==> config.mk <==
export PLATFORM = sky130hd
export DESIGN_NAME = pdt_pwm_timer
export DESIGN_NICKNAME = d
export VERILOG_FILES = /design/src/logic/pdt_pkg.sv /design/src/logic/pdt_pwm_timer.sv /design/src/logic/pdt_clk_div.sv /design/src/logic/pdt_out_unit.sv
export VERILOG_INCLUDE_DIRS = /design/src /design/src/logic
export SDC_FILE = /design/constraint.sdc
export NUM_CORES = 1
export LEC_CHECK = 0
export ABC_AREA = 1
export ABC_CLOCK_PERIOD_IN_PS = 7900
export BUFFER_PORTS_ARGS = -buffer_cell sky130_fd_sc_hd__buf_2
export CORE_MARGIN = 2
export CORE_UTILIZATION = 31
export CTS_BUF_LIST = sky130_fd_sc_hd__clkbuf_8 sky130_fd_sc_hd__clkbuf_16
export DETAILED_ROUTE_END_ITERATION = 8
export PLACE_DENSITY_LB_ADDON = 0.12
export SETUP_SLACK_MARGIN = 0.5
export SLEW_MARGIN = 20
export SYNTH_ARGS = -nofsm -noshare
export SYNTH_HDL_FRONTEND = slang
export SYNTH_SLANG_ARGS = --single-unit
==> constraint.sdc <==
create_clock -name pclk -period 7.9 [get_ports pclk]
set_input_delay 2.37 -clock pclk [delete_from_list [all_inputs] [get_ports pclk]]
set_output_delay 2.37 -clock pclk [all_outputs]
set_load 0.02 [all_outputs]
==> src/logic/pdt_params.svh <==
// Constants of the PWM timer: register offsets, field positions, reset values and counter limits.
// Assumes a single 100 MHz clock and APB register access with byte addresses.
`ifndef PDT_PARAMS_SVH
`define PDT_PARAMS_SVH

`define PDT_CNT_W 16
`define PDT_CNT_MAX 16'hFFFF
`define PDT_CNT_ZERO 16'h0000
`define PDT_ADDR_W 8

`define PDT_OFF_CTRL 8'h00
`define PDT_OFF_PERIOD 8'h04
`define PDT_OFF_DUTY 8'h08
`define PDT_OFF_CHCTL 8'h0C
`define PDT_OFF_COUNT 8'h10
`define PDT_OFF_STATUS 8'h14

`define PDT_CTRL_MODE_LSB 0
`define PDT_CTRL_MODE_MSB 1
`define PDT_CTRL_SRC_LSB 2
`define PDT_CTRL_SRC_MSB 3
`define PDT_CTRL_DIV_LSB 4
`define PDT_CTRL_DIV_MSB 5
`define PDT_CTRL_CLR_BIT 6

`define PDT_CHCTL_LLOAD_BIT 0
`define PDT_CHCTL_OMODE_LSB 1
`define PDT_CHCTL_OMODE_MSB 3
`define PDT_CHCTL_OBIT_BIT 4

`define PDT_STAT_OUT_BIT 0
`define PDT_STAT_DIR_BIT 1

`define PDT_DIV_8 2'h3
`define PDT_DIV_CNT_W 3

`define PDT_RST_MODE 2'h0
`define PDT_RST_SRC 2'h0
`define PDT_RST_DIV 2'h0
`define PDT_RST_WORD 16'h0000
`define PDT_RST_OMODE 3'h0

`endif

==> src/logic/pdt_pkg.sv <==
// Types shared by the PWM timer modules: count modes, clock sources, output modes and state records.
// Assumes pdt_params.svh is compiled first.
`include "pdt_params.svh"

package pdt_pkg;

	typedef enum logic [1:0] {
		PDT_MODE_STOP = 2'b00,
		PDT_MODE_UP = 2'b01,
		PDT_MODE_CONT = 2'b10,
		PDT_MODE_UPDN = 2'b11
	} pdt_mode_t;

	typedef enum logic [1:0] {
		PDT_SRC_EXT_A = 2'b00,
		PDT_SRC_AUX = 2'b01,
		PDT_SRC_SUBSYS = 2'b10,
		PDT_SRC_EXT_B = 2'b11
	} pdt_src_t;

	typedef enum logic [2:0] {
		PDT_OUT_BIT = 3'b000,
		PDT_OUT_SET = 3'b001,
		PDT_OUT_TOG_RST = 3'b010,
		PDT_OUT_SET_RST = 3'b011,
		PDT_OUT_TOGGLE = 3'b100,
		PDT_OUT_RESET = 3'b101,
		PDT_OUT_TOG_SET = 3'b110,
		PDT_OUT_RST_SET = 3'b111
	} pdt_outmode_t;

	typedef struct packed {
		logic [`PDT_DIV_CNT_W-1:0] cnt;
	} pdt_div_state_t;

	typedef struct packed {
		logic level;
	} pdt_out_state_t;

	typedef struct packed {
		pdt_mode_t mode;
		pdt_src_t src;
		logic [1:0] div_sel;
		logic [`PDT_CNT_W-1:0] period_register;
		logic [`PDT_CNT_W-1:0] period_compare_latch;
		logic [`PDT_CNT_W-1:0] duty_compare_register;
		logic [`PDT_CNT_W-1:0] duty_latch;
		logic latch_load_at_zero;
		pdt_outmode_t out_mode;
		logic out_bit;
		logic [`PDT_CNT_W-1:0] pwm_counter;
		logic dir_up;
		logic [31:0] rdata;
	} pdt_core_state_t;

endpackage

==> src/logic/pdt_pwm_timer.sv <==
// PWM timer top: APB register slave, divided free-running counter with period and duty compare.
// Assumes an APB3 master on pclk and a low-pass filter outside that smooths pwm_out.
`include "pdt_params.svh"

module pdt_pwm_timer
	import pdt_pkg::*;
(
	input wire logic pclk,
	input wire logic presetn,
	input wire logic psel,
	input wire logic penable,
	input wire logic pwrite,
	input wire logic [`PDT_ADDR_W-1:0] paddr,
	input wire logic [31:0] pwdata,
	output logic [31:0] prdata,
	output logic pready,
	output logic pslverr,
	output logic pwm_out
);

	pdt_core_state_t s_reg;
	pdt_core_state_t s_next;
	logic tick;
	logic running;
	logic period_hit;
	logic duty_hit;
	logic clr_req;
	logic load_duty;
	logic [`PDT_CNT_W-1:0] limit;

	function automatic logic reg_known(logic [`PDT_ADDR_W-1:0] a);
		logic r;
		r = 1'b0;
		if (a == `PDT_OFF_CTRL) begin
			r = 1'b1;
		end else if (a == `PDT_OFF_PERIOD) begin
			r = 1'b1;
		end else if (a == `PDT_OFF_DUTY) begin
			r = 1'b1;
		end else if (a == `PDT_OFF_CHCTL) begin
			r = 1'b1;
		end else if (a == `PDT_OFF_COUNT) begin
			r = 1'b1;
		end else if (a == `PDT_OFF_STATUS) begin
			r = 1'b1;
		end
		return r;
	endfunction

	// In up mode a stored zero period means the full counter width; up-down mode holds the counter at zero.
	function automatic logic [`PDT_CNT_W-1:0] top_of(logic [`PDT_CNT_W-1:0] latch);
		return (latch == `PDT_CNT_ZERO) ? `PDT_CNT_MAX : latch;
	endfunction

	function automatic logic [31:0] read_word(logic [`PDT_ADDR_W-1:0] a, pdt_core_state_t s, logic lvl);
		logic [31:0] w;
		w = '0;
		if (a == `PDT_OFF_CTRL) begin
			w[`PDT_CTRL_MODE_MSB:`PDT_CTRL_MODE_LSB] = s.mode;
			w[`PDT_CTRL_SRC_MSB:`PDT_CTRL_SRC_LSB] = s.src;
			w[`PDT_CTRL_DIV_MSB:`PDT_CTRL_DIV_LSB] = s.div_sel;
		end else if (a == `PDT_OFF_PERIOD) begin
			w[`PDT_CNT_W-1:0] = s.period_register;
		end else if (a == `PDT_OFF_DUTY) begin
			w[`PDT_CNT_W-1:0] = s.duty_compare_register;
		end else if (a == `PDT_OFF_CHCTL) begin
			w[`PDT_CHCTL_LLOAD_BIT] = s.latch_load_at_zero;
			w[`PDT_CHCTL_OMODE_MSB:`PDT_CHCTL_OMODE_LSB] = s.out_mode;
			w[`PDT_CHCTL_OBIT_BIT] = s.out_bit;
		end else if (a == `PDT_OFF_COUNT) begin
			w[`PDT_CNT_W-1:0] = s.pwm_counter;
		end else if (a == `PDT_OFF_STATUS) begin
			w[`PDT_STAT_OUT_BIT] = lvl;
			w[`PDT_STAT_DIR_BIT] = s.dir_up;
		end
		return w;
	endfunction

	// Only the subsystem clock exists inside this block; the other sources are pins we do not have, so they halt.
	assign running = (s_reg.mode != PDT_MODE_STOP) && (s_reg.src == PDT_SRC_SUBSYS);

	pdt_clk_div u_div (
		.pclk(pclk),
		.presetn(presetn),
		.run(running),
		.div_sel(s_reg.div_sel),
		.tick(tick)
	);

	always_comb begin
		s_next = s_reg;
		clr_req = 1'b0;
		limit = top_of(s_reg.period_compare_latch);
		period_hit = tick && (s_reg.pwm_counter == limit);
		duty_hit = tick && (s_reg.pwm_counter == s_reg.duty_latch);

		if (psel && !penable && !pwrite) begin
			s_next.rdata = read_word(paddr, s_reg, pwm_out);
		end
		if (psel && penable && pwrite) begin
			if (paddr == `PDT_OFF_CTRL) begin
				s_next.mode = pdt_mode_t'(pwdata[`PDT_CTRL_MODE_MSB:`PDT_CTRL_MODE_LSB]);
				s_next.src = pdt_src_t'(pwdata[`PDT_CTRL_SRC_MSB:`PDT_CTRL_SRC_LSB]);
				s_next.div_sel = pwdata[`PDT_CTRL_DIV_MSB:`PDT_CTRL_DIV_LSB];
				clr_req = pwdata[`PDT_CTRL_CLR_BIT];
			end else if (paddr == `PDT_OFF_PERIOD) begin
				s_next.period_register = pwdata[`PDT_CNT_W-1:0];
			end else if (paddr == `PDT_OFF_DUTY) begin
				s_next.duty_compare_register = pwdata[`PDT_CNT_W-1:0];
			end else if (paddr == `PDT_OFF_CHCTL) begin
				s_next.latch_load_at_zero = pwdata[`PDT_CHCTL_LLOAD_BIT];
				s_next.out_mode = pdt_outmode_t'(pwdata[`PDT_CHCTL_OMODE_MSB:`PDT_CHCTL_OMODE_LSB]);
				s_next.out_bit = pwdata[`PDT_CHCTL_OBIT_BIT];
			end
		end

		// The compare logic never looks at the written period directly, only at this copy.
		s_next.period_compare_latch = s_reg.period_register;

		if (clr_req) begin
			s_next.pwm_counter = `PDT_CNT_ZERO;
			s_next.dir_up = 1'b1;
		end else if (s_reg.mode == PDT_MODE_UP && s_reg.pwm_counter > limit) begin
			s_next.pwm_counter = `PDT_CNT_ZERO;
		end else if (tick) begin
			case (s_reg.mode)
				PDT_MODE_UP: begin
					if (s_reg.pwm_counter == limit) begin
						s_next.pwm_counter = `PDT_CNT_ZERO;
					end else begin
						s_next.pwm_counter = s_reg.pwm_counter + `PDT_CNT_W'(1);
					end
				end
				PDT_MODE_CONT: begin
					s_next.pwm_counter = s_reg.pwm_counter + `PDT_CNT_W'(1);
				end
				PDT_MODE_UPDN: begin
					if (s_reg.period_compare_latch == `PDT_CNT_ZERO) begin
						s_next.pwm_counter = `PDT_CNT_ZERO;
					end else if (s_reg.dir_up && s_reg.pwm_counter >= s_reg.period_compare_latch) begin
						s_next.dir_up = 1'b0;
						s_next.pwm_counter = s_reg.pwm_counter - `PDT_CNT_W'(1);
					end else if (!s_reg.dir_up && s_reg.pwm_counter == `PDT_CNT_ZERO) begin
						s_next.dir_up = 1'b1;
						s_next.pwm_counter = s_reg.pwm_counter + `PDT_CNT_W'(1);
					end else if (s_reg.dir_up) begin
						s_next.pwm_counter = s_reg.pwm_counter + `PDT_CNT_W'(1);
					end else begin
						s_next.pwm_counter = s_reg.pwm_counter - `PDT_CNT_W'(1);
					end
				end
				default: begin
					s_next.pwm_counter = s_reg.pwm_counter;
				end
			endcase
		end

		// A stopped counter sitting at zero also accepts the load, so the initial duty reaches the latch.
		load_duty = (tick && s_next.pwm_counter == `PDT_CNT_ZERO) ||
			(!running && s_reg.pwm_counter == `PDT_CNT_ZERO);
		if (!s_reg.latch_load_at_zero || load_duty) begin
			s_next.duty_latch = s_reg.duty_compare_register;
		end
	end

	always_ff @(posedge pclk or negedge presetn) begin
		if (!presetn) begin
			s_reg <= '0;
		end else begin
			s_reg <= s_next;
		end
	end

	// Duty over period comes from the reset/set mode on these two compare events.
	pdt_out_unit u_out (
		.pclk(pclk),
		.presetn(presetn),
		.period_hit(period_hit),
		.duty_hit(duty_hit),
		.out_mode(s_reg.out_mode),
		.out_bit(s_reg.out_bit),
		.pwm_out(pwm_out)
	);

	assign prdata = s_reg.rdata;
	assign pready = 1'b1;
	assign pslverr = psel && penable && !reg_known(paddr);
endmodule

==> src/logic/pdt_clk_div.sv <==
// Tick divider: turns the system clock into a one-cycle count enable at 1/1, 1/2, 1/4 or 1/8 rate.
// Assumes run drops whenever the counter is stopped, so a restart begins with a full division.
`include "pdt_params.svh"

module pdt_clk_div
	import pdt_pkg::*;
(
	input wire logic pclk,
	input wire logic presetn,
	input wire logic run,
	input wire logic [1:0] div_sel,
	output logic tick
);

	pdt_div_state_t s_reg;
	pdt_div_state_t s_next;
	logic [`PDT_DIV_CNT_W-1:0] limit;

	always_comb begin
		limit = `PDT_DIV_CNT_W'((4'h1 << div_sel) - 4'h1);
		// A count left above a smaller new limit ticks at once, so a divider change never skips ticks.
		tick = run && (s_reg.cnt >= limit);
		s_next = s_reg;
		if (!run || tick) begin
			s_next.cnt = '0;
		end else begin
			s_next.cnt = s_reg.cnt + `PDT_DIV_CNT_W'(1);
		end
	end

	always_ff @(posedge pclk or negedge presetn) begin
		if (!presetn) begin
			s_reg <= '0;
		end else begin
			s_reg <= s_next;
		end
	end
endmodule

==> src/logic/pdt_out_unit.sv <==
// Output unit of the duty channel: applies the output mode to the period and duty compare events.
// Assumes both events arrive as one-cycle pulses on counter ticks.
`include "pdt_params.svh"

module pdt_out_unit
	import pdt_pkg::*;
(
	input wire logic pclk,
	input wire logic presetn,
	input wire logic period_hit,
	input wire logic duty_hit,
	input wire pdt_outmode_t out_mode,
	input wire logic out_bit,
	output logic pwm_out
);

	pdt_out_state_t s_reg;
	pdt_out_state_t s_next;

	// When both events coincide the period action wins, so in reset/set mode a duty equal to the period gives a full-high output.
	function automatic logic next_level(pdt_outmode_t m, logic lvl, logic e0, logic e1, logic ob);
		logic r;
		r = lvl;
		case (m)
			PDT_OUT_BIT: r = ob;
			PDT_OUT_SET: if (e1) r = 1'b1;
			PDT_OUT_TOG_RST: if (e0) r = 1'b0; else if (e1) r = !lvl;
			PDT_OUT_SET_RST: if (e0) r = 1'b0; else if (e1) r = 1'b1;
			PDT_OUT_TOGGLE: if (e1) r = !lvl;
			PDT_OUT_RESET: if (e1) r = 1'b0;
			PDT_OUT_TOG_SET: if (e0) r = 1'b1; else if (e1) r = !lvl;
			PDT_OUT_RST_SET: if (e0) r = 1'b1; else if (e1) r = 1'b0;
			default: r = lvl;
		endcase
		return r;
	endfunction

	always_comb begin
		s_next = s_reg;
		s_next.level = next_level(out_mode, s_reg.level, period_hit, duty_hit, out_bit);
	end

	always_ff @(posedge pclk or negedge presetn) begin
		if (!presetn) begin
			s_reg <= '0;
		end else begin
			s_reg <= s_next;
		end
	end

	assign pwm_out = s_reg.level;
endmodule

==> flow_metrics.tcl <==
set metrics [dict create \
    required_ps 5530 \
    wl_um 23000 \
    cts_max_level 3 \
    synth_top_area_cell "dfrtp_1" \
    worstPathArrival_ps 3940 \
    diodes 0 \
    port_buffers 46 \
    largest_reg_flops 76 \
    clock-sinks 112 \
    syn2layout_area_growth_pct 7.08 \
    ys_seq_area_share_pct 37.1 \
    synth_seq_cells 112 \
    cts_tree "built" \
    row_count 57 \
    via_per_inst 4.81 \
    drive_above_1_share_pct 10.5 \
    clock_latency_ps 370 \
    yosys-top-cells-area "dfrtp_1 37%, nand2_1 13%, ha_1 6.8%, inv_1 5.6%, o21ai_0 4.8%" \
    post_cts_resized 0 \
    power_density_nw_per_um2 148 \
    path_clk_slew_ps 80 \
    synth-edff-count 0 \
    synth_compound_area_share_pct 11.7 \
    grt_util_all_layers_pct 18.5 \
    outcome "finished, final reports clean" \
    finalHoldViolations 0 \
    drc_errors 0 \
    fill_cells 2697 \
    fin_setup_tns_ps 0 \
    coreArea_um2 24100 \
    cts_buffer_depth 2 \
    grt_pass1_wl_um 36900 \
    synthSimpleGateAreaFrac_pct 28.4 \
    cp-end-kind "output pin" \
    synth.area.mux_share_pct 0 \
    synth.avg_cell_area_um2 7.54 \
    setup_viol 0 \
    hp-class "reg -> reg" \
    synth_fa_ha_area_share_pct 6.80 \
    p_leak_nw 4.30 \
    die_h_um 160 \
    yosys.area.top_type_share_pct 37.1 \
    synth_top_family_by_area "simple AND/OR/NAND/NOR gates" \
    rsz0062_at_grt "false" \
    max_freq_mhz 159 \
    relSlewSlack_pct 34.3 \
    ys_types 53 \
    worst_slack_ps 1590 \
    ys_async_sr_fraction_pct 100 \
    cts_hold_buffers 0 \
    initial_core_util_pct 31.3 \
    firstDrtPassIters 5 \
    ios 80 \
    antenna_found_initial 0 \
    nets 1092 \
    dieArea_um2 25600 \
    synth_xor_xnor_area_share_pct 3.35 \
    die_w_um 160 \
    drtAntennaViolNets 0 \
    min_period_over_period_pct 79.8 \
    syn_area_um2 7540 \
    cts_buffers 9 \
    grt_pass1_vias 6287 \
    vdd_drop_max_uv 88.8 \
    yosys-top-cells-count "256 x nand2_1, 112 x dfrtp_1, 112 x inv_1, 84 x nor2_1, 73 x o21ai_0" \
    drt_iter0_markers 450 \
    yosysMostFrequentCell "nand2_1" \
    wire_per_inst_um 17.2 \
    yosys_warnings 0 \
    hpwl_um 16800 \
    dp_slack_ps 1590 \
    drv_slew 0 \
    grt_max_degree 63 \
    cts_setup_buffers 0 \
    synthFlopType "dfrtp_1" \
    place.gp.congestion 0.857 \
    crit_type "in -> out" \
    clockRootBuffer "clkbuf_16" \
    clock_skew_ps 17.0 \
    synth_cells 1001 \
    maxCapViolations 0 \
    min_period_ps 6310 \
    grt_overflow 0 \
    critPathLaunchType "input port" \
    cp_max_fo 17 \
    tightest_slew_ps 983 \
    reg2reg_slack_ps 3200 \
    vias 6420 \
]
path summary, 6_finish.rpt:
| path | start | to | cells past startpoint |
|---|---|---|---|
| max in group asynchronous | presetn | s_reg[73] | 2 |
| min in group asynchronous | presetn | prdata[11] | 1 |
| worst min-delay path | s_next[95] | s_reg[95] | 0 |
| worst max-delay path | paddr[7] | pslverr | 7 |
| worst max register to register | s_reg[97] | s_reg[61] | 22 |
| worst min register to register | s_next[95] | s_reg[95] | 0 |
report_power, final:
group,switching [mW],total [mW],internal (mW)
Sequential,0.00815,0.588,0.580
Clock,0.252,0.480,0.228
Combinational,0.0900,0.128,0.0375
cell usage in the layout (no fill, tap or decap), types with 7 or more instances in the layout:
master / count
dfrtp_1: 112
xor2_1: 25
nand3_1: 72
nand2_2: 9
nor3_1: 8
buf_2: 45
conb_1: 17
nor2_1: 84
a21oi_1: 38
ha_1: 41
nor2_4: 8
o211ai_1: 7
nand2_1: 255
o21ai_0: 73
nand4_1: 14
clkbuf_16: 9
inv_1: 112
a221oi_1: 13
routing by layer:
| metal | GRT usage, % | routed length (um) | share of wire [%] | vias to the layer above |
|---|---|---|---|---|
| met5 | 0 | 0 | 0 | - |
| met4 | 3.64 | 220 | 0.96 | 0 |
| met1 | 26.5 | 11500 | 50 | 3053 |
| met3 | 2.03 | 673 | 2.9 | 19 |
| li1 | - | - | - | 3209 |
| met2 | 30.2 | 10600 | 46 | 139 |
cells by family (layout without fill, tap and decap cells):
logic type,Yosys count,count (layout)
adders and majority gates,41,41
other,2,17
AOI/OAI and AO/OA,152,152
xor gates and xnor gates,28,28
and+or+nand+nor,478,478
buffers and inverters,188,183
DFF,112,112
area by class of cell:
cell class	count	area (um^2)	share of cell area, %
clock buffer	9	225	2.79
timing repair buffer	48	248	3.07
tap	324	405	5.02
multi-input combinational	716	3860	47.8
sequential	112	2800	34.7
clock inverter	7	77.6	0.960
inverter	119	462	5.71
stage by stage:
| stage | cells | instance area (um^2) | util, % | hold slack, ps | total power [mW] |
|---|---|---|---|---|---|
| CTS | 1335 | 8080 | 33.5 | 417 | 1.21 |
| global route | 1335 | 8080 | 33.5 | 426 | 1.25 |
| floorplan | 1016 | 7600 | - | 374 | 0.690 |
| finish | 1335 | 8080 | 33.5 | 411 | 1.20 |
| global placement | 1319 | 7770 | 32.2 | 393 | 0.727 |
| detailed placement | 1319 | 7770 | 32.2 | 395 | 0.728 |
worst max-delay path: stages:
cell	delay (ps)
buf_2	100
or3_4	390
nor2_1	140
nand2_1	430
nand4_1	280
nor3_1	70
buf_2	160
No activity file was read; power rests on OpenSTA's default activity.
